<file path="config.mk">
export PLATFORM = sky130hd
export DESIGN_NAME = cpu_interrupt_flag_regs
export DESIGN_NICKNAME = d
export VERILOG_FILES = /design/src/core/cpu_irq_flags_pkg.sv /design/src/core/cpu_interrupt_flag_regs.sv
export SDC_FILE = /design/constraint.sdc
export NUM_CORES = 1
export LEC_CHECK = 0
export ABC_AREA = 1
export BUFFER_PORTS_ARGS = -buffer_cell sky130_fd_sc_hd__buf_2
export CORE_MARGIN = 3
export CORE_UTILIZATION = 40
export DETAILED_ROUTE_END_ITERATION = 10
export PLACE_DENSITY = 0.7
export SKIP_LAST_GASP = 1
export SYNTH_ARGS = -nofsm -noshare
export SYNTH_HDL_FRONTEND = slang
export SYNTH_SLANG_ARGS = --single-unit
</file>
<file path="constraint.sdc">
create_clock -name i_clk_sys -period 1.5 [get_ports i_clk_sys]
set_input_delay 0.15 -clock i_clk_sys [delete_from_list [all_inputs] [get_ports i_clk_sys]]
set_output_delay 0.15 -clock i_clk_sys [all_outputs]
set_load 0.005 [all_outputs]
</file>
<file path="src/core/cpu_irq_flags_pkg.sv">
// constants, types and state layout of the cpu interrupt flag registers
package cpu_irq_flags_pkg;

  // ---------------------------------------------------------------
  // register offsets (byte addresses)
  // ---------------------------------------------------------------
  localparam logic [7:0] ADDR_STATUS    = 8'h00;
  localparam logic [7:0] ADDR_MASK      = 8'h04;
  localparam logic [7:0] ADDR_ENABLE    = 8'h08;
  localparam logic [7:0] ADDR_FLAGS_ONE = 8'h88;
  localparam logic [7:0] ADDR_FLAGS_TWO = 8'h98;

  // ---------------------------------------------------------------
  // field positions and reset values
  // ---------------------------------------------------------------
  localparam int unsigned BIT_SERIAL1   = 7;
  localparam int unsigned BIT_CONVERTER = 5;
  localparam int unsigned BIT_SERIAL0   = 3;
  localparam int unsigned BIT_RADIO     = 1;
  localparam int unsigned BIT_CRYPTO_HI = 1;
  localparam int unsigned BIT_CRYPTO_LO = 0;
  localparam logic [7:0] FLAGS_ONE_RST  = 8'h05;
  localparam logic [7:0] FLAGS_TWO_RST  = 8'h00;
  localparam logic [4:0] SRC_RST        = 5'h00;
  localparam logic [2:0] HSIZE_WORD     = 3'h2;

  // ---------------------------------------------------------------
  // carriers
  // ---------------------------------------------------------------
  // one bit per source; also the layout of status, mask and enable
  typedef struct packed {
    logic serial1_rx;   // bit 4, shared with audio receive
    logic converter;    // bit 3
    logic serial0_rx;   // bit 2
    logic radio_xfer;   // bit 1
    logic crypto;       // bit 0
  } src_t;

  // vector-taken strobes of the hardware-cleared flags
  typedef struct packed {
    logic serial1_rx;
    logic converter;
    logic serial0_rx;
    logic radio_xfer;
  } vec_t;

  // whole state of the block
  typedef struct packed {
    logic [7:0]  flags_one;
    logic [7:0]  flags_two;
    src_t        enable;
    src_t        status;
    src_t        mask;
    logic        dp_valid;
    logic        dp_write;
    logic [7:0]  dp_addr;
    logic [31:0] hrdata;
    logic        hreadyout;
    logic        irq;
    src_t        req;
  } state_t;

endpackage : cpu_irq_flags_pkg

</file>
<file path="src/core/cpu_interrupt_flag_regs.sv">
// cpu interrupt flag registers with an ahb-lite register slave
`timescale 1ns/10ps
`default_nettype none

module cpu_interrupt_flag_regs (
  input  wire logic                    i_clk_sys,      // system clock, 50 MHz
  input  wire logic                    i_rst,          // async reset, active high
  input  wire logic                    i_hsel,         // slave select
  input  wire logic [31:0]             i_haddr,        // byte address
  input  wire logic [1:0]              i_htrans,       // transfer type
  input  wire logic                    i_hwrite,       // write when high
  input  wire logic [2:0]              i_hsize,        // transfer size
  input  wire logic [31:0]             i_hwdata,       // write data
  input  wire logic                    i_hready,       // bus ready
  input  wire cpu_irq_flags_pkg::src_t i_src_set,      // set events from peripherals
  input  wire cpu_irq_flags_pkg::vec_t i_vector_taken, // cpu vectored to the routine
  output var  logic [31:0]             o_hrdata,       // read data
  output var  logic                    o_hreadyout,    // slave ready
  output var  logic                    o_hresp,        // always okay
  output var  logic                    o_irq,          // unmasked status pending
  output var  cpu_irq_flags_pkg::src_t o_irq_req       // enabled requests to cpu
);

  // ---------------------------------------------------------------
  // state
  // ---------------------------------------------------------------
  cpu_irq_flags_pkg::state_t st_reg;
  cpu_irq_flags_pkg::state_t st_next;
  logic                      wr_one;
  logic                      wr_two;
  logic                      wr_status;
  logic                      wr_mask;
  logic                      wr_enable;
  logic                      addr_read;

  // read multiplexer over the register map
  function automatic logic [31:0] read_mux(input logic [7:0]                a,
                                           input cpu_irq_flags_pkg::state_t s);
    logic [31:0] d;
    d = 32'h0;
    case (a)
      cpu_irq_flags_pkg::ADDR_FLAGS_ONE: d = {24'h0, s.flags_one};
      cpu_irq_flags_pkg::ADDR_FLAGS_TWO: d = {24'h0, s.flags_two};
      cpu_irq_flags_pkg::ADDR_STATUS:    d = {27'h0, s.status};
      cpu_irq_flags_pkg::ADDR_MASK:      d = {27'h0, s.mask};
      cpu_irq_flags_pkg::ADDR_ENABLE:    d = {27'h0, s.enable};
      default:                           d = 32'h0;
    endcase
    return d;
  endfunction : read_mux

  // ---------------------------------------------------------------
  // next state
  // ---------------------------------------------------------------
  always_comb begin
    st_next   = st_reg;
    // data-phase write decode; unmapped writes fall through unused
    wr_one    = st_reg.dp_valid && st_reg.dp_write &&
                (st_reg.dp_addr == cpu_irq_flags_pkg::ADDR_FLAGS_ONE);
    wr_two    = st_reg.dp_valid && st_reg.dp_write &&
                (st_reg.dp_addr == cpu_irq_flags_pkg::ADDR_FLAGS_TWO);
    wr_status = st_reg.dp_valid && st_reg.dp_write &&
                (st_reg.dp_addr == cpu_irq_flags_pkg::ADDR_STATUS);
    wr_mask   = st_reg.dp_valid && st_reg.dp_write &&
                (st_reg.dp_addr == cpu_irq_flags_pkg::ADDR_MASK);
    wr_enable = st_reg.dp_valid && st_reg.dp_write &&
                (st_reg.dp_addr == cpu_irq_flags_pkg::ADDR_ENABLE);
    addr_read = i_hready && i_hsel && i_htrans[1] && !i_hwrite;

    // software writes land first, all bits stored as written
    if (wr_one) begin
      st_next.flags_one = i_hwdata[7:0];
    end
    if (wr_two) begin
      st_next.flags_two = i_hwdata[7:0];
    end
    if (wr_mask) begin
      st_next.mask = i_hwdata[4:0];
    end
    if (wr_enable) begin
      st_next.enable = i_hwdata[4:0];
    end

    // vector taken clears the hardware-cleared flags
    if (i_vector_taken.serial1_rx) begin
      st_next.flags_one[cpu_irq_flags_pkg::BIT_SERIAL1] = 1'b0;
    end
    if (i_vector_taken.converter) begin
      st_next.flags_one[cpu_irq_flags_pkg::BIT_CONVERTER] = 1'b0;
    end
    if (i_vector_taken.serial0_rx) begin
      st_next.flags_one[cpu_irq_flags_pkg::BIT_SERIAL0] = 1'b0;
    end
    if (i_vector_taken.radio_xfer) begin
      st_next.flags_one[cpu_irq_flags_pkg::BIT_RADIO] = 1'b0;
    end

    // source events set last so they win over clears, enable ignored
    if (i_src_set.serial1_rx) begin
      st_next.flags_one[cpu_irq_flags_pkg::BIT_SERIAL1] = 1'b1;
    end
    if (i_src_set.converter) begin
      st_next.flags_one[cpu_irq_flags_pkg::BIT_CONVERTER] = 1'b1;
    end
    if (i_src_set.serial0_rx) begin
      st_next.flags_one[cpu_irq_flags_pkg::BIT_SERIAL0] = 1'b1;
    end
    if (i_src_set.radio_xfer) begin
      st_next.flags_one[cpu_irq_flags_pkg::BIT_RADIO] = 1'b1;
    end
    if (i_src_set.crypto) begin
      st_next.flags_two[cpu_irq_flags_pkg::BIT_CRYPTO_HI] = 1'b1;
      st_next.flags_two[cpu_irq_flags_pkg::BIT_CRYPTO_LO] = 1'b1;
    end

    // sticky event status, write one to clear, set wins
    if (wr_status) begin
      st_next.status = st_reg.status & ~i_hwdata[4:0];
    end
    st_next.status = st_next.status | i_src_set;

    // requests toward the cpu, gated by the enables
    st_next.req.serial1_rx = st_next.flags_one[cpu_irq_flags_pkg::BIT_SERIAL1] &
                             st_next.enable.serial1_rx;
    st_next.req.converter  = st_next.flags_one[cpu_irq_flags_pkg::BIT_CONVERTER] &
                             st_next.enable.converter;
    st_next.req.serial0_rx = st_next.flags_one[cpu_irq_flags_pkg::BIT_SERIAL0] &
                             st_next.enable.serial0_rx;
    st_next.req.radio_xfer = st_next.flags_one[cpu_irq_flags_pkg::BIT_RADIO] &
                             st_next.enable.radio_xfer;
    st_next.req.crypto     = (st_next.flags_two[cpu_irq_flags_pkg::BIT_CRYPTO_HI] |
                              st_next.flags_two[cpu_irq_flags_pkg::BIT_CRYPTO_LO]) &
                             st_next.enable.crypto;
    st_next.irq            = |(st_next.status & st_next.mask);

    // address phase capture; only word writes are taken
    st_next.hreadyout = 1'b1;
    if (i_hready) begin
      st_next.dp_valid = i_hsel && i_htrans[1];
      st_next.dp_write = i_hwrite && (i_hsize == cpu_irq_flags_pkg::HSIZE_WORD);
      st_next.dp_addr  = i_haddr[7:0];
    end

    // read data from the updated state so a just-written value reads back
    if (addr_read) begin
      st_next.hrdata = read_mux(i_haddr[7:0], st_next);
    end else begin
      st_next.hrdata = 32'h0;
    end
  end

  // ---------------------------------------------------------------
  // state register
  // ---------------------------------------------------------------
  always_ff @(posedge i_clk_sys or posedge i_rst) begin
    if (i_rst) begin
      st_reg.flags_one <= cpu_irq_flags_pkg::FLAGS_ONE_RST;
      st_reg.flags_two <= cpu_irq_flags_pkg::FLAGS_TWO_RST;
      st_reg.enable    <= cpu_irq_flags_pkg::SRC_RST;
      st_reg.status    <= cpu_irq_flags_pkg::SRC_RST;
      st_reg.mask      <= cpu_irq_flags_pkg::SRC_RST;
      st_reg.dp_valid  <= 1'b0;
      st_reg.dp_write  <= 1'b0;
      st_reg.dp_addr   <= 8'h0;
      st_reg.hrdata    <= 32'h0;
      st_reg.hreadyout <= 1'b1;
      st_reg.irq       <= 1'b0;
      st_reg.req       <= cpu_irq_flags_pkg::SRC_RST;
    end else begin
      st_reg <= st_next;
    end
  end

  // outputs straight from the state register, hresp tied to okay
  assign o_hrdata    = st_reg.hrdata;
  assign o_hreadyout = st_reg.hreadyout;
  assign o_hresp     = 1'b0;
  assign o_irq       = st_reg.irq;
  assign o_irq_req   = st_reg.req;
endmodule : cpu_interrupt_flag_regs

`default_nettype wire

</file>
## Word-level counts from Yosys, hierarchy flattened

Cells that the tools add are included.

| cells by class | value |
|---|---|
| eq/ne operators | 9 |
| mux-type cells | 16 |
| bitwise logic cells | 10 |
| reduce and logical (&&, ||, !) cells | 15 |

Operators by type and width:

| kind | count |
|---|---|
| one-hot mux 8 bit (5 select lines) | 1 |
| equality test 8 bit, second input constant | 4 |
| two-way mux 32 bit | 1 |
| equality test 8 x 3 -> 1 bit, second input constant | 2 |
| equality test 8 x 4 -> 1 bit, second input constant | 2 |
| zero test 8 bit | 2 |
| two-way mux 8 bit | 2 |
| two-way mux 5 bit | 3 |
| logical AND 1 bit | 11 |
| bitwise AND 5 bit | 2 |
| two-way mux 1 bit | 8 |
| bitwise AND 1 bit | 5 |
| NOT 5 bit | 1 |
| bitwise OR 5 bit | 1 |
| OR reduction 5 bit | 1 |
| equality test 3 x 2 -> 1 bit, second input constant | 1 |
| two-way mux 2 bit | 1 |
| zero test 1 bit | 1 |
| bitwise OR 1 bit | 1 |

| word-level totals | value |
|---|---|
| flip-flop bits (word level) | 79 |
| input bits | 83 |
| output and inout port bits | 40 |
| logic and storage cells | 77 |

## Longest topological paths before layout

Gate-level depths: netlist of the first run.

| logic depth | value |
|---|---|
| word-level depth | 7 |
| gate-level depth with buffers | 11 |
| depth with buffers taken out | 10 |

## Least setup slack after synthesis of the first run

Ideal clock, no wire load.

| timing | value |
|---|---|
| path type | register to register |
| from | register st_reg[41] in the netlist's numbering |
| to | register st_reg, in the netlist o_hrdata[4] |
| arrival time | 1.334 ns |
| required time | 1.372 ns |
| path slack | 0.038 ns |
| cell stages (with the launch flop) | 10 |
| period minus slack after synthesis | 1.462 ns |
| path through | dfrtp_1 inv_1 nand2_1 nor2_4 nand3_2 buf_2 o211ai_1 nand2_1 inv_1 a21oi_1 |

RTL lines:

| item | RTL line | source |
|---|---|---|
| start: declaration | cpu_interrupt_flag_regs.sv:27 | `cpu_irq_flags_pkg::state_t st_reg;` |
| start signal: assignment | cpu_interrupt_flag_regs.sv:170 | `st_reg <= st_next;` |

==> summary.txt, run 1 <==
Critical path
  – Startpoint Class: flip-flop
  – Critical Path Sink Type: flip-flop
  – Crit path kind: flip-flop to flip-flop
  – Reg2Reg Depth: 11
  – R2R Setup Slk: -0.09 ns
  – FF-to-FF Start: st_reg[44]
  – Worst EP required: 1.68 ns
  – Setup crit start: st_reg[44]
  – Crit-path max FO: 6
  – CP Capture Point: o_hrdata[1]
  – Critical Path AT: 1.78 ns
  – R2R Path End: o_hrdata[1]

Die
  – Total die area: roughly 8400 sq um
  – Initial Utilization: 0.422
  – Core area: 6980 sq um
  – Num ports: ~120
  – Die height: between 90 and 100 um
  – Die width: between 90 and 100 um
  – # rows: 30

GRT
  – Total Routing Usage GR: 0.163
  – Pin count of the biggest net entering global routing: 40
  – First-pass GRT wire length: around 11 mm
  – Number of global-route vias before repair: 2,331
  – Initial antenna violation count: 0
  – Grt total ovfl: 0

Timing
  – Unrepaired setup endpoints after global routing: yes
  – Slew Limit Fails: 0
  – Clock skew: between 0.004 and 0.005 ns
  – Period utilization: 1.06
  – Hold WS: 0.0109 ns
  – # setup viols final: 10
  – Tmin final: around 1.6 ns
  – Achievable Freq: approximately 630 MHz
  – Aggregate negative setup slack: -0.610 ns
  – Final Hold Fails: 0
  – Setup ws final: -0.0932 ns

Routing
  – Avg Vias per Cell: about 4.6
  – Via Count: roughly 2,400
  – Initial DRC count: between 100 and 150
  – Pre-Repair DR Iteration Count: 4
  – DR WL/cell: 12.5 um
  – Drt drc: 0
  – Post-route ant nets: 0
  – Total Wirelength: 6.59 mm

Run status
  – Violated checks: negative setup slack
  – Outcome: finished, violations left

Synth
  – Syn. warnings: 0
  – Synth unique cells: 30
  – Number of synthesized flops with an enable pin: 0
  – Seq cells post-synth: 55
  – Seq/Total Area, Yosys: 0.468
  – Post-synth ARST share: 1.00
  – Synth Area per Inst: between 8 and 9 sq um
  – Synth Cell Area: between 2000 and 3000 sq um
  – Synthesized netlist cell count: around 360
  – Synth Flop Type: dfrtp_1

Run
  – Max Cap Viol: 0

Place
  – Port buffer count: 47
  – Dpl cell area: 3310 sq um
  – Gpl congestion: around 0.9
  – Cells after DPL: ~510
  – DPL Wire Length: 4.82 mm

Layout
  – Synth-to-layout area growth: 23.1%
  – Nets@finish: between 500 and 600
  – Final antenna diode count: 0
  – Design area: approximately 3600 sq um
  – Most common cell after layout, fill and taps aside: nand2_1
  – Largest register FFs: approximately 40
  – Final Non-Filler Cells: about 530
  – Final core occ: 0.520
  – Layout cells sized above 1: 0.351
  – Most frequent cells in the layout: nand2_1, dfrtp_1, inv_1

Worst hold path
  – Worst Hold Class: primary input to flip-flop

Power and ir drop
  – Worst vdd ir: 0.354 mV
  – Pwr dens: ~800 nW/um^2
  – Leakage: about 0.0019 uW

CTS
  – Skew-Pair Late Insertion Delay: between 0.3 and 0.4 ns
  – Clock sink total: 55
  – CTS tree: yes
  – CTS max path bufs: 2
  – H-Tree Depth: 2
  – CTS clk-pin slew, worst paths: about 0.1 ns
  – CTS root buffer: clkbuf_8
  – Num CTS Buffers: 5
-- cells in the mapped netlist, drive strengths merged (3+ instances only) --
master | n | area share
nand3 | 29 | 0.054
dfrtp | 53 | 0.45
nor3 | 5 | 0.012
a21oi | 19 | 0.036
nor2 | 23 | 0.041
buf | 41 | 0.10
and2 | 6 | 0.013
o21ai | 20 | 0.043
nand2 | 86 | 0.11
o21a | 3 | 0.0076
inv | 54 | 0.069
nand4 | 7 | 0.015
-- timing repair --
item | in CTS | in global routing
gates resized for setup | 22 | 22
endpoints found under the hold margin | 15 | 0
gates cloned | 0 | 0
buffers inserted | 5 | 3
pin swaps | 11 | 9
hold buffers | 1 | 0
setup endpoints to repair | 17 | 19
-- critical path, stage by stage, from the launching register on --
cell     delay (ns)
dfrtp_1        0.40
nor2_2         0.14
nand2_2        0.12
nor2_4         0.15
buf_4          0.14
nand2_4        0.08
nand2_1        0.10
o21ai_2        0.06
nand2_1        0.06
nand2_1        0.04
nor2_1         0.10
a21oi_1        0.08
-- area by class of cell --
cell class / instances / area, sq um
sequential: 55 / 1380
timing repair buffer: 85 / 554
inverter: 54 / 203
clock buffer: 6 / 82.6
fill: 700 / 3350
tap: 96 / 120
clock inverter: 2 / 35.0
multi-input combinational: 231 / 1260
-- logic make-up after synthesis --
kind of cell | Yosys count | share of synthesized area
AO/OA/AOI/OAI | 48 | 0.101
buffers and inverters | 97 | 0.176
flip-flops | 55 | 0.468
multiplexers | 1 | 0.00382
other | 2 | 0.00255
AND/OR/NAND/NOR | 156 | 0.249
-- power breakdown --
| group | switching (uW) | leakage [uW] | total [uW] | internal, uW |
|---|---|---|---|---|
| clock | 488 | 0.0000612 | 1030 | 541 |
| combinational | 206 | 0.00120 | 346 | 140 |
| sequential | 23.4 | 0.000641 | 1550 | 1520 |
-- through the flow --
stage / setup slack [ns] / total power, uW
2_1_floorplan: 0.0104 / 1780
4_1_cts: -0.110 / 2920
5_1_grt: -0.245 / 3050
3_5_place_dp: -0.181 / 1870
3_3_place_gp: -0.142 / 1860
6_report: -0.0932 / 2920
-- per-layer routing --
metal | GRT usage | share of wire | wire length (um) | vias to the layer above
met4 | 0.0532 | 0.021 | 138 | 0
li1 | - | - | - | 1213
met5 | 0 | 0 | 0 | -
met3 | 0.0345 | 0.066 | 433 | 10
met2 | 0.275 | 0.49 | 3210 | 70
met1 | 0.208 | 0.43 | 2810 | 1124
-- how the worst min path moves through the flow --
stage	startpoint	depth (start not counted)	endpoint
after detailed placement	i_rst	2	o_hrdata[7]
after floorplan	i_hsize[0]	1	st_reg[47]
after CTS	i_hsize[0]	2	st_reg[47]
final	i_hsize[0]	2	st_reg[47]
after global routing	i_hsize[0]	2	st_reg[47]
after global placement	i_rst	2	st_reg[71]
Note: power is estimated with default switching activity, not from simulation.
==> run 2: changes to the inputs <==
--- a/config.mk
+++ b/config.mk
@@ -5,12 +5,11 @@
 export SDC_FILE = /design/constraint.sdc
 export NUM_CORES = 1
 export LEC_CHECK = 0
-export ABC_AREA = 1
 export BUFFER_PORTS_ARGS = -buffer_cell sky130_fd_sc_hd__buf_2
 export CORE_MARGIN = 3
 export CORE_UTILIZATION = 40
 export DETAILED_ROUTE_END_ITERATION = 10
-export PLACE_DENSITY = 0.7
+export PLACE_DENSITY = 0.71
 export SKIP_LAST_GASP = 1
 export SYNTH_ARGS = -nofsm -noshare
 export SYNTH_HDL_FRONTEND = slang
==> run 2 against run 1 <==
  * The flow still finishes with violations (negative setup slack)
  * Clock-buffer cell count increased by 1
  * Clock power decreased by 23%
  * Via count decreased by 2.0%
  * Sequential cell count is the same
  * Critical path type unchanged
  * Largest cell class is now multi-input gates
  * Highest routed layer unchanged
==> summary.txt, run 2 <==
Synth
  – Adder-cell share of the synthesized area: 0 (unchanged)
  – Synth Cell Area: 2870 sq um (-2.8%)
  – Simple-gate share of the synthesized area: 0.157 (-0.0914)
  – Mux share of post-synthesis cell area: 0.118 (+0.114)
  – Largest family of logic cells by synthesized area: simple AND/OR/NAND/NOR gates
  – Synth Flop Type: dfrtp_1
  – Largest cells by area after synthesis: dfrtp_1, buf_4, mux2_2, mux2i_1, inv_1
  – Cell taking the most area after synthesis: dfrtp_1
  – Synth Area per Inst: 10.7 sq um (+30%)
  – Post-Synth XOR/XNOR Area: 0 (unchanged)
  – Most frequent cells after synthesis: dfrtp_1, buf_4, mux2_2, inv_1, nand2_1
  – Synth Area in Compound Gates: 0.106 (+0.00428)
  – Seq cells post-synth: 55 (unchanged)
  – Top cell type's share of synthesized area: 0.463 (+0.0132)
  – Top-count cell post-synth: dfrtp_1
  – Number of synthesized flops with an enable pin: 0 (unchanged)
  – Synthesized netlist cell count: 269 (-25%)
  – Synth unique cells: 51 (+70%)
  – Seq/Total Area, Yosys: 0.481 (+0.0137)
  – Post-synth ARST share: 1.00 (unchanged)
  – Syn. warnings: 0 (unchanged)

Routing
  – Via Count: 2,369 (-2.0%)
  – Initial DRC count: 163 (+55%)
  – Post-route ant nets: 0 (unchanged)
  – Total Wirelength: 7.60 mm (+15%)
  – DR WL/cell: 16.3 um (+31%)
  – Met2 WL post-DR: 3.93 mm (+22%)
  – Metal3 WL: 472 um (+9.0%)
  – Met1 Routed Length: 3.00 mm (+6.8%)
  – Avg Vias per Cell: 5.07 (+11%)
  – Pre-Repair DR Iteration Count: 4 (unchanged)
  – DR top layer: met4
  – Drt drc: 0 (unchanged)

Place
  – Worst slack at placement: -0.505 ns (-0.324 ns)
  – Port buffer count: 47 (unchanged)
  – DPL Wire Length: 5.41 mm (+12%)
  – Cells after DPL: 451 (-12%)
  – Gpl congestion: 0.911 (+0.74%)

GRT
  – Number of global-route vias before repair: 2,358 (+1.2%)
  – Total Routing Usage GR: 0.177 (+0.0139)
  – Initial antenna violation count: 0 (unchanged)
  – Grt total ovfl: 0 (unchanged)
  – First-pass GRT wire length: 11.7 mm (+6.7%)
  – Pin count of the biggest net entering global routing: 56 (+40%)

Critical path
  – Worst EP required: 1.72 ns (+0.04 ns)
  – Buffers and inverters on the worst path: 2 (+1)
  – Crit path kind: flip-flop to flip-flop
  – Crit-path max FO: 5 (-1)
  – Critical Path AT: 2.24 ns (+0.46 ns)
  – Crit path max-delay family: simple AND/OR/NAND/NOR gates
  – Crit path cell chain: nor4bb_4 -> buf_6 -> nand3_1 -> buf_6 -> mux2i_1 -> or3b_1 -> a41oi_2
  – Critical path's largest stage delay: 0.43 ns (+0.03 ns)
  – Startpoint Class: flip-flop
  – Worst path most repeated cell: buf_6
  – Slowest-stage cell, CP: dfrtp_1
  – Critical Path Sink Type: flip-flop

Die
  – Core area: 6870 sq um (-1.6%)
  – Die width: 90.6 um (-1.3%)
  – Initial Utilization: 0.417 (-0.00528)
  – # rows: 30 (unchanged)
  – Total die area: 8210 sq um (-2.7%)
  – Die height: 90.6 um (-1.3%)
  – Num ports: 123 (unchanged)

CTS
  – CTS max path bufs: 2 (unchanged)
  – H-Tree Depth: 2 (unchanged)
  – CTS tree: yes
  – Clock sink total: 55 (unchanged)
  – CTS root buffer: clkbuf_8
  – Skew-Pair Late Insertion Delay: 0.30 ns (about the same)
  – CTS clk-pin slew, worst paths: 0.09 ns (about the same)
  – Num CTS Buffers: 5 (unchanged)

Timing
  – Final Hold Fails: 0 (unchanged)
  – Period utilization: 1.35 (+0.284)
  – Slew Limit Fails: 0 (unchanged)
  – Unrepaired setup endpoints after global routing: yes
  – Setup ws final: -0.519 ns (-0.426 ns)
  – Achievable Freq: 495 MHz (-21%)
  – Tmin final: 2.02 ns (+0.426 ns)
  – Clock skew: 0.00697 ns (+0.00252 ns)
  – Aggregate negative setup slack: -12.49 ns (-11.88 ns)
  – # setup viols final: 44 (+34)

Layout
  – Most common cell after layout, fill and taps aside: dfrtp_1
  – Final Non-Filler Cells: 467 (-12%)
  – Final antenna diode count: 0 (unchanged)
  – Layout cells sized above 1: 0.504 (+0.153)
  – Nets@finish: 453 (-12%)
  – Synth-to-layout area growth: 36.8%
  – Largest register FFs: 41 (unchanged)
  – Most frequent cells in the layout: dfrtp_1, buf_4, buf_2
  – Fill cells: 593 (-15%)

Worst hold path
  – Worst Hold Class: primary input to flip-flop

Run
  – Max Cap Viol: 0 (unchanged)

Power and ir drop
  – Pwr dens: 732 nW/um^2 (-9.0%)
  – Worst vdd ir: 0.424 mV (+20%)
  – Leakage: 0.00177 uW (-7.0%)

Run status
  – Outcome: finished, violations left
  – Violated checks: negative setup slack
## run 2: path summary, 6_finish.rpt
| kind | start | end | slack (ns) | depth (start not counted) |
|---|---|---|---|---|
| max in group asynchronous | i_rst | st_reg[74] | 0.77 | 4 |
| min in group asynchronous | i_rst | o_hrdata[7] | 0.43 | 4 |
| min | i_hsize[2] | st_reg[47] | 0.02 | 2 |
| max reg2reg | st_reg[39] | o_hrdata[3] | -0.52 | 7 |
| max | st_reg[39] | o_hrdata[3] | -0.52 | 7 |
| min reg2reg | st_reg[78] | st_reg[78] | 0.50 | 1 |
## run 2: worst register-to-register path, stage by stage (launching register included)
cell	delay [ns]
dfrtp_1	0.43
nor4bb_4	0.40
buf_6	0.19
nand3_1	0.10
buf_6	0.17
mux2i_1	0.13
or3b_1	0.37
a41oi_2	0.15
## run 2: timing repair
item | in CTS | in global routing
setup buffers | 4 | 2
setup endpoints to repair | 41 | 44
hold buffers | 1 | 0
hold endpoints to repair | 53 | 0
pin swaps | 5 | 14
gates cloned | 0 | 1
gates resized for setup | 13 | 47
## run 2: routing by layer
layer,up-vias,track usage
met1,1161,0.230
met3,21,0.0350
met2,99,0.292
li1,1088,-
met5,-,0
met4,0,0.0638
## run 2: final cells by class
type                    instances  area [sq um]  area share
inverters                      16          60.1      0.0153
multi-input cells             175          1440       0.368
well taps                      96           120      0.0306
repair buffers                117           836       0.213
flip-flops and latches         55          1380       0.352
clock buffers                   7          76.3      0.0195
clock inverters                 1          5.00     0.00128
## run 2: kinds of logic after synthesis
group,count (synthesis)
mux,31
buf+inv,63
compound gates,43
simple gates,75
flops,55
other cells,2
## run 2: power breakdown
part           switching, uW  leakage, uW  internal (uW)
clock network            468    0.0000422            329
logic                    240      0.00110            235
registers               47.8     0.000630           1550
## run 2: stage by stage
| step | power, uW | utilization | cell area [sq um] | hold slack, ns |
|---|---|---|---|---|
| 2_1_floorplan | 1860 | - | 2980 | 0.246 |
| 3_5_place_dp | 2030 | 0.507 | 3490 | 0.227 |
| 5_1_grt | 3000 | 0.571 | 3920 | 0.0213 |
| 6_report | 2870 | 0.571 | 3920 | 0.0169 |
| 4_1_cts | 2830 | 0.534 | 3670 | 0.0112 |
| 3_3_place_gp | 2010 | 0.507 | 3490 | 0.224 |
==> run 3: changes to the inputs <==
--- a/config.mk
+++ b/config.mk
@@ -10,6 +10,7 @@
 export CORE_UTILIZATION = 40
 export DETAILED_ROUTE_END_ITERATION = 10
 export PLACE_DENSITY = 0.71
+export RECOVER_POWER = 50
 export SKIP_LAST_GASP = 1
 export SYNTH_ARGS = -nofsm -noshare
 export SYNTH_HDL_FRONTEND = slang
==> run 3 against run 2 <==
  * The flow still finishes with violations (negative setup slack)
  * Clock power is 0.5% higher
  * Die area stayed put
  * First-iteration DRC count is 39% higher
  * Power hardly changed
  * Critical path type unchanged
  * Critical endpoint unchanged
  * Largest cell class unchanged
  * Largest power group unchanged
==> summary.txt, run 3 (synthesis results as in run 2) <==
Layout
  – Final core occ: 0.569 (-0.00182)
  – Most frequent cells in the layout: dfrtp_1, buf_4, buf_2
  – Final antenna diode count: 0 (unchanged)
  – Layout cells sized above 1: 0.501 (-0.00270)
  – Most common cell after layout, fill and taps aside: dfrtp_1
  – Nets@finish: 453 (unchanged)
  – Largest register FFs: 41 (unchanged)
  – Synth-to-layout area growth: 36.4%

CTS
  – Skew-Pair Late Insertion Delay: 0.31 ns (about the same)
  – CTS root buffer: clkbuf_8
  – CTS max path bufs: 2 (unchanged)
  – CTS tree: yes
  – H-Tree Depth: 2 (unchanged)
  – CTS clk-pin slew, worst paths: 0.09 ns (about the same)
  – Clock sink total: 55 (unchanged)
  – Num CTS Buffers: 5 (unchanged)

Critical path
  – Slowest-stage cell, CP: dfrtp_1
  – Worst EP required: 1.72 ns (about the same)
  – Crit-path max FO: 5 (unchanged)
  – Buffers and inverters on the worst path: 2 (unchanged)
  – Crit path max-delay family: simple AND/OR/NAND/NOR gates
  – R2R Setup Slk: -0.53 ns (-0.02 ns)
  – Startpoint Class: flip-flop
  – Crit path kind: flip-flop to flip-flop
  – Critical Path AT: 2.26 ns (+0.02 ns)
  – Critical path's largest stage delay: 0.43 ns (about the same)
  – Critical Path Sink Type: flip-flop
  – Worst path most repeated cell: buf_6
  – Crit path cell chain: nor4bb_4 -> buf_6 -> nand3_1 -> buf_6 -> mux2i_1 -> or3b_1 -> a41oi_2

Routing
  – Drt drc: 0 (unchanged)
  – Via Count: 2,382 (+0.55%)
  – Pre-Repair DR Iteration Count: 5 (+1)
  – Post-route ant nets: 0 (unchanged)
  – DR WL/cell: 16.3 um (+0.14%)
  – Total Wirelength: 7.62 mm (+0.14%)
  – Initial DRC count: 226 (+39%)
  – Avg Vias per Cell: 5.10 (+0.55%)

Place
  – DPL Wire Length: 5.41 mm (unchanged)
  – Gpl congestion: 0.911 (unchanged)
  – Worst slack at placement: -0.505 ns (unchanged)
  – Port buffer count: 47 (unchanged)

Die
  – Initial Utilization: 0.417 (unchanged)
  – Core area: 6870 sq um (unchanged)
  – Num ports: 123 (unchanged)
  – Total die area: 8210 sq um (unchanged)
  – Die height: 90.6 um (unchanged)
  – Die width: 90.6 um (unchanged)
  – # rows: 30 (unchanged)

Power and ir drop
  – Pwr dens: 734 nW/um^2 (+0.27%)
  – Worst vdd ir: 0.426 mV (+0.50%)
  – Total power: 2870 uW (about the same)
  – Leakage: 0.00176 uW (-0.42%)

Timing
  – # setup viols final: 44 (unchanged)
  – Slew Limit Fails: 0 (unchanged)
  – Tmin final: 2.03 ns (+0.0152 ns)
  – Tightest Pin Transition: around 0.75 ns
  – Aggregate negative setup slack: -12.78 ns (-0.291 ns)
  – Final Hold Fails: 0 (unchanged)
  – Achievable Freq: 492 MHz (-0.75%)
  – Relative slew slack: 0.497
  – Setup ws final: -0.534 ns (-0.0152 ns)
  – Hold WS: 0.0156 ns (-0.00134 ns)
  – Period utilization: 1.36 (+0.0101)
  – Unrepaired setup endpoints after global routing: yes
  – Clock skew: 0.00820 ns (+0.00124 ns)

GRT
  – Pin count of the biggest net entering global routing: 56 (unchanged)
  – First-pass GRT wire length: 11.7 mm (unchanged)
  – Number of global-route vias before repair: 2,358 (unchanged)
  – Initial antenna violation count: 0 (unchanged)
  – Grt total ovfl: 0 (unchanged)
  – Total Routing Usage GR: 0.177 (unchanged)

Worst hold path
  – Worst Hold Class: primary input to flip-flop

Run status
  – Outcome: finished, violations left
  – Violated checks: negative setup slack

Run
  – Max Cap Viol: 0 (unchanged)
[run 3: report_power, final]
| group | switching (uW) | internal (uW) | total (uW) |
|---|---|---|---|
| clock network | 471 | 330 | 801 |
| registers | 47.7 | 1550 | 1600 |
| logic | 239 | 231 | 470 |
| total | 758 | 2110 | 2870 |
[run 3: layout make-up]
| cell class | count | area (sq um) |
|---|---|---|
| well taps | 96 | 120 |
| inverters | 16 | 60.1 |
| clock buffers | 7 | 76.3 |
| flip-flops and latches | 55 | 1380 |
| repair buffers | 117 | 823 |
| clock inverters | 1 | 5.00 |
| fillers | 595 | 2960 |
| multi-input cells | 175 | 1440 |
[run 3: worst register-to-register path, stage by stage, from the launching register on]
cell	delay, ns
dfrtp_1	0.43
nor4bb_4	0.41
buf_6	0.19
nand3_1	0.10
buf_6	0.17
mux2i_1	0.13
or3b_1	0.37
a41oi_2	0.15
[run 3: stage by stage]
step,cells,cell area [sq um]
after floorplan,293,2980
after global placement,451,3490
after detailed placement,451,3490
after CTS,464,3670
after global routing,467,3910
final,467,3910
[run 3: timing repair]
item                                    4_1_cts  5_1_grt
hold endpoints to repair                     53        0
resized for setup                            13       47
hold buffers                                  1        0
endpoints found under the setup margin       41       44
setup buffers                                 4        2
pin swaps                                     5       14
gates cloned                                  0        1
[run 3: per-layer routing]
metal	track usage	routed length, um	up-vias
li1	-	-	1089
met1	0.230	3070	1180
met2	0.292	3860	91
met3	0.0350	464	22
met4	0.0638	213	0
met5	0	0	-
[run 3: worst paths after layout]
| path | startpoint | end | cells past startpoint |
|---|---|---|---|
| worst min-delay path | i_hsize[2] | st_reg[47] | 2 |
| worst max-delay path | st_reg[39] | o_hrdata[3] | 7 |
| worst max register to register | st_reg[39] | o_hrdata[3] | 7 |
| worst min register to register | st_reg[78] | st_reg[78] | 1 |
| max in group asynchronous | i_rst | st_reg[39] | 4 |
| min in group asynchronous | i_rst | o_hrdata[7] | 4 |
